--- config.mk ---
export PLATFORM = sky130hd
export DESIGN_NAME = srp_device_flat
export DESIGN_NICKNAME = d
export VERILOG_FILES = /design/src/srp_pkg.sv /design/src/srp_if.sv /design/src/srp_device.sv /design/src/flat_wrapper.sv
export SDC_FILE = /design/constraint.sdc
export NUM_CORES = 1
export LEC_CHECK = 0
export ABC_CLOCK_PERIOD_IN_PS = 11700
export BUFFER_PORTS_ARGS = -buffer_cell sky130_fd_sc_hd__buf_2
export CORE_MARGIN = 4
export CORE_UTILIZATION = 25
export DETAILED_ROUTE_END_ITERATION = 16
export GPL_TIMING_DRIVEN = 0
export PLACE_DENSITY = 0.37
export SLEW_MARGIN = 20
export SYNTH_ARGS = -nofsm -noshare
export SYNTH_HDL_FRONTEND = slang
export SYNTH_SLANG_ARGS = --single-unit
--- constraint.sdc ---
create_clock -name pclk -period 11.7 [get_ports pclk]
set_clock_uncertainty 0.15 [all_clocks]
set_input_delay 2.34 -clock pclk [delete_from_list [all_inputs] [get_ports pclk]]
set_output_delay 2.34 -clock pclk [all_outputs]
set_load 0.01 [all_outputs]
--- src/srp_pkg.sv ---
package srp_pkg;
  // =====================================================
  // link timing
  localparam int          SRP_PCLK_MHZ       = 40;
  localparam int          SRP_SCLK_MAX_MHZ   = 4;
  localparam int          SRP_SCLK_LOW_MHZ   = 1;
  localparam int          SRP_SCLK_MID_MHZ   = 2;
  localparam int          SRP_HALF_4M        = SRP_PCLK_MHZ / (2 * SRP_SCLK_MAX_MHZ);
  localparam int          SRP_HALF_2M        = SRP_PCLK_MHZ / (2 * SRP_SCLK_MID_MHZ);
  localparam int          SRP_HALF_1M        = SRP_PCLK_MHZ / (2 * SRP_SCLK_LOW_MHZ);
  localparam logic [1:0]  SRP_SPEED_4M       = 2'h0;
  localparam logic [1:0]  SRP_SPEED_2M       = 2'h1;
  localparam logic [1:0]  SRP_SPEED_1M       = 2'h2;
  // =====================================================
  // device register map
  localparam logic [7:0]  SRP_ADDR_IFMODE    = 8'h00;
  localparam logic [7:0]  SRP_ADDR_BSIZE     = 8'h01;
  localparam logic [7:0]  SRP_ADDR_TXUSED    = 8'h02;
  localparam logic [7:0]  SRP_ADDR_RXUSED    = 8'h03;
  localparam logic [7:0]  SRP_ADDR_BUFPORT   = 8'h04;
  localparam int          SRP_IFM_SPEED_LSB  = 0;
  localparam int          SRP_IFM_ADDR8_BIT  = 2;
  localparam logic [7:0]  SRP_IFMODE_RST     = 8'h00;
  localparam logic [3:0]  SRP_BSIZE_RST      = 4'hF;
  localparam logic [3:0]  SRP_BSIZE_MIN      = 4'h2;
  localparam int          SRP_NREGS          = 16;
  localparam int          SRP_BUF_DEPTH      = 64;
  // =====================================================
  // host apb registers
  localparam logic [11:0] SRP_APB_CTRL       = 12'h000;
  localparam logic [11:0] SRP_APB_WDATA      = 12'h004;
  localparam logic [11:0] SRP_APB_STATUS     = 12'h008;
  localparam logic [11:0] SRP_APB_RDATA      = 12'h00C;
  localparam int          SRP_CTRL_GO_BIT    = 0;
  localparam int          SRP_CTRL_RD_BIT    = 1;
  localparam int          SRP_CTRL_SPD_LSB   = 2;
  localparam int          SRP_CTRL_ADDR_LSB  = 8;
  localparam int          SRP_CTRL_LEN_LSB   = 16;
endpackage

--- src/srp_if.sv ---
`timescale 1ns/1ps
interface srp_if;
  logic sclk;            // serial clock, host driven
  logic cs_n;            // chip select, active low
  logic serial_data_in;  // host to device
  logic serial_data_out; // device to host
  modport device (input sclk, input cs_n, input serial_data_in, output serial_data_out);
  modport host (output sclk, output cs_n, output serial_data_in, input serial_data_out);
endinterface

--- src/srp_device.sv ---
// The address map and the APB slave port were decided locally.
`timescale 1ns/1ps
// Summary of operation
// - all registers and buffers through one slave
// - mode 0, clock idles low
// - host clock at most 4 MHz
// - mode register selects 1, 2 or 4 MHz
// - writes seven-bit address, mode bit selects eight
// - read addressing chosen by host per transaction
// - host preferably uses seven-bit addressing
// - host holds chip select low whole transaction
// - host changes input on falling edges
// - device samples input on rising edges
// - first bit zero means write
// - first bit one means read
// - rest of first byte is address, next data
// - device drives read data on falling edges
// - host captures read data on rising edges
// - shifting runs on pclk, timed by synchronised host clock edges
// - address increments per byte, buffer pointers instead
// - buffer port reads receive, writes transmit
// - block counters move per complete block
module srp_device
  import srp_pkg::*;
(
  input  wire logic       pclk,        // system clock
  input  wire logic       presetn,     // async reset, active low
  srp_if.device           link,        // serial link
  output logic      [1:0] speed_sel,   // selected max link rate
  output logic      [7:0] tx_used,     // complete tx blocks
  output logic      [7:0] rx_used,     // complete rx blocks
  input  wire logic       rx_push,     // radio side pushes rx byte
  input  wire logic [7:0] rx_push_data // rx byte
);
  // =====================================================
  // synchronisers and edge detect
  logic [1:0] sclk_s_q, cs_s_q, sdi_s_q;
  logic       sclk_p_q;
  logic       rise, fall, cs_n;
  always_ff @(posedge pclk or negedge presetn) begin
    if (!presetn) begin
      sclk_s_q <= 2'h0;
      cs_s_q   <= 2'h3;
      sdi_s_q  <= 2'h0;
      sclk_p_q <= 1'b0;
    end else begin
      sclk_s_q <= {sclk_s_q[0], link.sclk};
      cs_s_q   <= {cs_s_q[0], link.cs_n};
      sdi_s_q  <= {sdi_s_q[0], link.serial_data_in};
      sclk_p_q <= sclk_s_q[1];
    end
  end
  assign cs_n = cs_s_q[1];
  assign rise = sclk_s_q[1] & ~sclk_p_q & ~cs_n;
  assign fall = ~sclk_s_q[1] & sclk_p_q & ~cs_n;
  // =====================================================
  // register store and buffers
  logic [7:0] regs_q [SRP_NREGS];
  logic [7:0] txbuf_q [SRP_BUF_DEPTH];
  logic [7:0] rxbuf_q [SRP_BUF_DEPTH];
  logic [5:0] txwp_q, rxwp_q, rxrp_q;
  logic [3:0] txcnt_q, rxcnt_q;
  logic [7:0] ifmode_q;
  logic [3:0] bsize_q;
  // =====================================================
  // shifter
  logic [2:0] bit_q;
  logic [7:0] sh_q, addr_q, tx_q;
  logic       have_addr_q, rd_q;
  logic       byte_done;
  logic [7:0] byte_in;
  logic       wr_stb, rd_ld;
  logic [6:0] eff_addr;
  assign byte_in   = {sh_q[6:0], sdi_s_q[1]};
  assign byte_done = rise & (bit_q == 3'h7);
  assign wr_stb    = byte_done & have_addr_q & ~rd_q;
  // address byte in: bit 7 is the command bit, rest the address
  assign eff_addr  = addr_q[6:0];
  always_ff @(posedge pclk or negedge presetn) begin
    if (!presetn) begin
      bit_q       <= 3'h0;
      sh_q        <= 8'h00;
      addr_q      <= 8'h00;
      have_addr_q <= 1'b0;
      rd_q        <= 1'b0;
    end else if (cs_n) begin
      bit_q       <= 3'h0;
      have_addr_q <= 1'b0;
    end else if (rise) begin
      bit_q <= bit_q + 3'h1;
      sh_q  <= byte_in;
      if (byte_done) begin
        if (!have_addr_q) begin
          addr_q      <= byte_in;
          rd_q        <= byte_in[7];
          have_addr_q <= 1'b1;
        end else if (addr_q[6:0] != SRP_ADDR_BUFPORT[6:0]) begin
          addr_q <= {addr_q[7], addr_q[6:0] + 7'h01};
        end
      end
    end
  end
  // eight-bit write mode: command bit also carries address bit 7 of the
  // register space; with a 16-entry map it is only the direction mark.
  // reads ignore the mode bit entirely.
  logic wr8;
  assign wr8 = ifmode_q[SRP_IFM_ADDR8_BIT];
  // =====================================================
  // read data: load at byte boundary, shift out on falling edge
  logic [7:0] rd_val;
  always_comb begin
    rd_val = 8'h00;
    if (eff_addr == SRP_ADDR_BUFPORT[6:0]) rd_val = rxbuf_q[rxrp_q];
    else if (eff_addr == SRP_ADDR_IFMODE[6:0]) rd_val = ifmode_q;
    else if (eff_addr == SRP_ADDR_BSIZE[6:0]) rd_val = {4'h0, bsize_q};
    else if (eff_addr == SRP_ADDR_TXUSED[6:0]) rd_val = tx_used;
    else if (eff_addr == SRP_ADDR_RXUSED[6:0]) rd_val = rx_used;
    else if (eff_addr < 7'(SRP_NREGS)) rd_val = regs_q[eff_addr[3:0]];
  end
  logic ld_pend_q, rd_adv;
  assign rd_ld  = byte_done & (have_addr_q ? rd_q : byte_in[7]);
  assign rd_adv = byte_done & have_addr_q & rd_q & (eff_addr == SRP_ADDR_BUFPORT[6:0]);
  always_ff @(posedge pclk or negedge presetn) begin
    if (!presetn) begin
      ld_pend_q <= 1'b0;
      tx_q      <= 8'h00;
    end else if (cs_n) begin
      ld_pend_q <= 1'b0;
      tx_q      <= 8'h00;
    end else if (rd_ld) begin
      ld_pend_q <= 1'b1;
    end else if (fall && ld_pend_q) begin
      // load on the fall after the byte: bit 7 then stands a whole bit
      ld_pend_q <= 1'b0;
      tx_q      <= rd_val;
    end else if (fall) begin
      tx_q <= {tx_q[6:0], 1'b0};
    end
  end
  assign link.serial_data_out = tx_q[7];
  // =====================================================
  // register writes
  always_ff @(posedge pclk or negedge presetn) begin
    if (!presetn) begin
      ifmode_q <= SRP_IFMODE_RST;
      bsize_q  <= SRP_BSIZE_RST;
      for (int i = 0; i < SRP_NREGS; i++) regs_q[i] <= 8'h00;
    end else if (wr_stb && (eff_addr < 7'(SRP_NREGS)) && !(wr8 && !addr_q[7] && 1'b0)) begin
      if (eff_addr == SRP_ADDR_IFMODE[6:0]) ifmode_q <= byte_in;
      else if (eff_addr == SRP_ADDR_BSIZE[6:0])
        bsize_q <= (byte_in[3:0] < SRP_BSIZE_MIN) ? SRP_BSIZE_MIN : byte_in[3:0];
      else regs_q[eff_addr[3:0]] <= byte_in;
    end
  end
  assign speed_sel = ifmode_q[SRP_IFM_SPEED_LSB +: 2];
  // =====================================================
  // buffers and block counters
  logic tx_wr;
  assign tx_wr = wr_stb & (eff_addr == SRP_ADDR_BUFPORT[6:0]);
  always_ff @(posedge pclk) begin
    if (tx_wr) txbuf_q[txwp_q] <= byte_in;
    if (rx_push) rxbuf_q[rxwp_q] <= rx_push_data;
  end
  always_ff @(posedge pclk or negedge presetn) begin
    if (!presetn) begin
      txwp_q  <= 6'h00;
      txcnt_q <= 4'h0;
      tx_used <= 8'h00;
    end else if (tx_wr) begin
      txwp_q <= txwp_q + 6'h01;
      if (txcnt_q + 4'h1 >= bsize_q) begin
        txcnt_q <= 4'h0;
        tx_used <= tx_used + 8'h01;
      end else begin
        txcnt_q <= txcnt_q + 4'h1;
      end
    end
  end
  always_ff @(posedge pclk or negedge presetn) begin
    if (!presetn) begin
      rxwp_q <= 6'h00;
    end else if (rx_push) begin
      rxwp_q <= rxwp_q + 6'h01;
    end
  end
  logic rx_blk_in;
  logic [3:0] rxin_q;
  always_ff @(posedge pclk or negedge presetn) begin
    if (!presetn) rxin_q <= 4'h0;
    else if (rx_push) rxin_q <= (rxin_q + 4'h1 >= bsize_q) ? 4'h0 : rxin_q + 4'h1;
  end
  assign rx_blk_in = rx_push & (rxin_q + 4'h1 >= bsize_q);
  logic rx_blk_out;
  assign rx_blk_out = rd_adv & (rxcnt_q + 4'h1 >= bsize_q);
  always_ff @(posedge pclk or negedge presetn) begin
    if (!presetn) begin
      rxrp_q  <= 6'h00;
      rxcnt_q <= 4'h0;
    end else if (rd_adv) begin
      rxrp_q  <= rxrp_q + 6'h01;
      rxcnt_q <= rx_blk_out ? 4'h0 : rxcnt_q + 4'h1;
    end
  end
  always_ff @(posedge pclk or negedge presetn) begin
    if (!presetn) rx_used <= 8'h00;
    else rx_used <= rx_used + {7'h00, rx_blk_in} - {7'h00, rx_blk_out};
  end
endmodule

--- src/flat_wrapper.sv ---
// flat-port wrapper written by rule: the top's interface ports become plain ports
module srp_device_flat import srp_pkg::*;
  (pclk, presetn, speed_sel, tx_used, rx_used, rx_push, rx_push_data, link_sclk, link_cs_n, link_serial_data_in, link_serial_data_out);
  srp_if link_i ();
  input  wire logic pclk;
  input  wire logic presetn;
  output logic      [1:0] speed_sel;
  output logic      [7:0] tx_used;
  output logic      [7:0] rx_used;
  input  wire logic rx_push;
  input  wire logic [7:0] rx_push_data;
  input wire logic [$bits(link_i.sclk)-1:0] link_sclk;
  input wire logic [$bits(link_i.cs_n)-1:0] link_cs_n;
  input wire logic [$bits(link_i.serial_data_in)-1:0] link_serial_data_in;
  output wire logic [$bits(link_i.serial_data_out)-1:0] link_serial_data_out;
  assign link_i.sclk = link_sclk;
  assign link_i.cs_n = link_cs_n;
  assign link_i.serial_data_in = link_serial_data_in;
  assign link_serial_data_out = link_i.serial_data_out;
  srp_device u_core (.pclk(pclk), .presetn(presetn), .link(link_i), .speed_sel(speed_sel), .tx_used(tx_used), .rx_used(rx_used), .rx_push(rx_push), .rx_push_data(rx_push_data));
endmodule
==> results.md <==
* Crit path cell chain: buf_2 -> buf_2 -> buf_2 -> inv_1 -> ha_1 -> clkbuf_1 -> nand3_1 -> or3_1 -> clkbuf_1 -> nor2_1 -> ha_1 -> inv_1 -> ha_1 -> fa_1 -> a21oi_1 -> nor2_1 -> nor2_1 -> o21bai_1 -> a21oi_1 -> xnor2_1
* Post-synthesis simple-gate area fraction at 0.0515
* Crit path buf inv count at 7
* Critical Path Sink Type: flip-flop
* Final setup fails at 0
* Clk Latency, worst-skew pair at 0.65 ns
* Num ports at 33
* Yosys warns at 0
* Global placer's final weighted congestion at around 0.81
* Slew Viols, Final at 0
* DR vias at roughly 17,000
* Sequential element share of the synthesized area at 0.681
* Relative slew slack at 0.219
* Crit path time final at 5.30 ns
* Worst Reg-to-Reg Cells at 20
* CTS tree: yes
* Number of synthesized register bits at about 730
* Post-DRT Antenna Nets at 0
* Most used routing layer: met2
* Post-Synth XOR/XNOR Area at 0.00861
* Routed WL per cell at roughly 26 µm
* IR drop worst, VDD at roughly 0.092 mV
* Total core area at about 0.12 mm²
* Synth Instances at between 1,500 and 2,000
* Pwr per Cell Area at about 170 mW/mm²
* Switching power at between 0.0015 and 0.002 W
* Setup Fix Bufs, Post-CTS at 0
* Setup CP Type: reg2reg
* Worst hold path class: reg2reg
* Adder-cell share of the synthesized area at 0.0138
* Area Overhead vs Synth at 17.3%
* Vias per inst at ~4.6
* Final Cell Area at 0.0358 mm²
* Hold Path Depth at 0
* Clock power frac at 0.442
* Initial core utilization at 0.253
* Die Height at between 300 and 400 µm
* Run status: finished, final reports clean
* Part of the power in registers at 0.476
* Setup slack, reg-to-reg at around 6.4 ns
* CTS resizes at 0
* Ranking of synthesized cells by area: edfxtp_1, dfrtp_1, mux4_2
* Clock Pin Slew Worst Setup and Hold Paths at 0.06 ns
* Syn Std Cell Area at between 0.03 and 0.04 mm²
* Total grt overflow at 0
* # hold bufs at CTS at 0
* Antenna cell count at 0
* First-pass GRT wire length at ~130,000 µm
* Main combinational cell family by area after synthesis: multiplexers
* Worst Hold Launch: u_core.sdi_s_q[0]
* Die area at about 0.13 mm²
* Share of post-route cells with drive strength above 1 at 0.264
* Pint at between 0.004 and 0.005 W
* Synth Area per Inst at approximately 17 µm²
* Nets at about 2,000
* Drt first pass iters at 5
* Period utilization at 0.453
* Crit path max-delay family: buffers and inverters
* Ys flop type: edfxtp_1
* Number of placement rows at around 130
* Layout fillers at ~12,000
* Post-synth EDFFs at ~510
* Slowest CP cell: nand3_1
* Critical Path Source Type: flip-flop
* Sw frac at 0.244
* Fraction of registers with async set/reset at 0.296
* Worst Max-Slew Pin Slew at between 1 and 1.5 ns
* Complex-gate fraction of the synthesized area at 0.0411
* 1st-iter DRT viols at 1,316
* Num CTS Buffers at between 80 and 90
* Worst R2R Start: u_core.addr_q[1]
* Met2 Use GR at 0.239
* Max Freq at 189 MHz
* GRT Overall Usage at 0.147
* DRC errors left at 0
* Final wirelength at a little over 90,000 µm
* Share of the synthesized area in the top cell type at 0.504
* CTS Root Cell: clkbuf_16
* Crit Reg-Reg Endpoint: u_core.rx_used[6]
* Number of distinct library cells after synthesis at between 60 and 70
* Hold violation count in the final report at 0
* Leak Pwr at 12.4 nW
* Final HPWL DP at ~63,000 µm
* Max_cap viols at 0
* Post-synthesis mux area share at 0.180
* DP Area at 0.0329 mm²
* Vias in the first global route at ~17,000
* CTS max path bufs at 3
* Worst hold slack at roughly 0.20 ns
* Power share of the combinational group at 0.083
* Largest area contributor in the netlist: edfxtp_1
* Met1 usage at 0.203
* WHS Endpoint: u_core.sdi_s_q[1]
* Chip Width at 357 µm
* WP data required at 12.11 ns
* Sinks on Clock Net at approximately 730
* IO buf count at 32
* RSZ-0062 raised after global routing: false
* Crit path arrival time at 5.71 ns
* Mapped Nets at roughly 1,800
* Met3 Usage GRT at 0.0258
* H-tree lvl count at 3
* Setup TNS at 0 ns
* Crit path largest cell delay at between 0.4 and 0.5 ns
* Pin count of the biggest net entering global routing at 95
* Critical Path Fanout Max at 10
* Antenna violations before repair at 6
## final cells by class
| cell class | count | area (µm²) | share of cell area |
|---|---|---|---|
| flip-flops and latches | 727 | 20800 | 0.580 |
| multi-input cells | 917 | 9060 | 0.253 |
| clock buffers | 132 | 2540 | 0.0710 |
| well taps | 1612 | 2020 | 0.0564 |
| plain buffers | 123 | 658 | 0.0184 |
| clock inverters | 25 | 324 | 0.00906 |
| repair buffers | 43 | 320 | 0.00895 |
| inverters | 27 | 101 | 0.00283 |
## cell usage after synthesis (8+ instances only)
cell      number
edfxtp_1     512
mux2i_1       62
clkbuf_1      72
nor4_1         8
ha_1          32
nor3_1        17
a21o_1         8
buf_2         23
a21oi_1       32
o211ai_1      12
o21ai_0       46
xor2_1        13
a22oi_1       10
dfrtp_1      209
nor2b_1       20
nand3_1       31
mux2_2       122
nand2_1       75
xnor2_1       17
o22ai_1       12
inv_1         27
a211oi_1      17
nand4_1       11
nor2_1       109
and3_1         9
mux4_2       151
nand2b_1      10
## power groups by stage
stage          sequential [W]  combinational, W  clock [W]
2_1_floorplan         0.00296          0.000291          0
3_3_place_gp          0.00299          0.000495          0
3_5_place_dp          0.00299          0.000521          0
4_1_cts               0.00294          0.000522    0.00281
5_1_grt               0.00295          0.000566    0.00291
6_report              0.00294          0.000510    0.00273
## routing by layer
| metal | up-vias | wire, µm |
|---|---|---|
| met5 | - | 0 |
| met4 | 0 | 1640 |
| met3 | 96 | 4180 |
| li1 | 7277 | - |
| met2 | 344 | 44500 |
| met1 | 8890 | 43000 |
## worst max-delay path by stage
stage	start	endpoint	cells after the start
finish	u_core.addr_q[1]	u_core.rx_used[6]	20
global route	u_core.addr_q[1]	u_core.rx_used[6]	20
CTS	u_core.addr_q[1]	u_core.rx_used[6]	20
detailed placement	rx_push	u_core.rxbuf_q[31][5]	4
global placement	presetn	u_core.sdi_s_q[0]	1
floorplan	rx_push	u_core.rx_used[6]	10
## cells in the final DEF, fill, tap and decap left out, drive strengths merged, types with 46 or more instances in the layout
cell type,Yosys,final
mux2,125,125
edfxtp,512,512
mux2i,62,62
clkbuf,73,205
dfrtp,209,209
o21ai,46,46
nor2,109,109
buf,50,93
mux4,153,153
nand2,75,75
## through the flow
step	cells	worst slack [ns]	util	power, W
2_1_floorplan	1794	7.48	-	0.00325
3_3_place_gp	3438	4.17	0.271	0.00349
3_5_place_dp	3449	6.22	0.273	0.00351
4_1_cts	3606	6.35	0.297	0.00627
5_1_grt	3606	5.92	0.297	0.00643
6_report	3606	6.40	0.297	0.00617
## kinds of logic (layout without fill, tap and decap cells)
group	Yosys count	in the layout
AOI/OAI and AO/OA	188	188
adders and majority gates	33	33
muxes	340	340
xor gates and xnor gates	30	30
DFF	727	727
and+or+nand+nor	326	326
buffers and inverters	150	350
## sequential cells by signal (all words and copies together), names as in the netlist, 7 cells and up
signal and flops:
u_core.addr_q 7, u_core.ifmode_q 8, u_core.regs_q 128, u_core.rx_used 8, u_core.rxbuf_q 512, u_core.sh_q 7, u_core.tx_q 8, u_core.tx_used 8
Power figures use the tool's default switching activity.
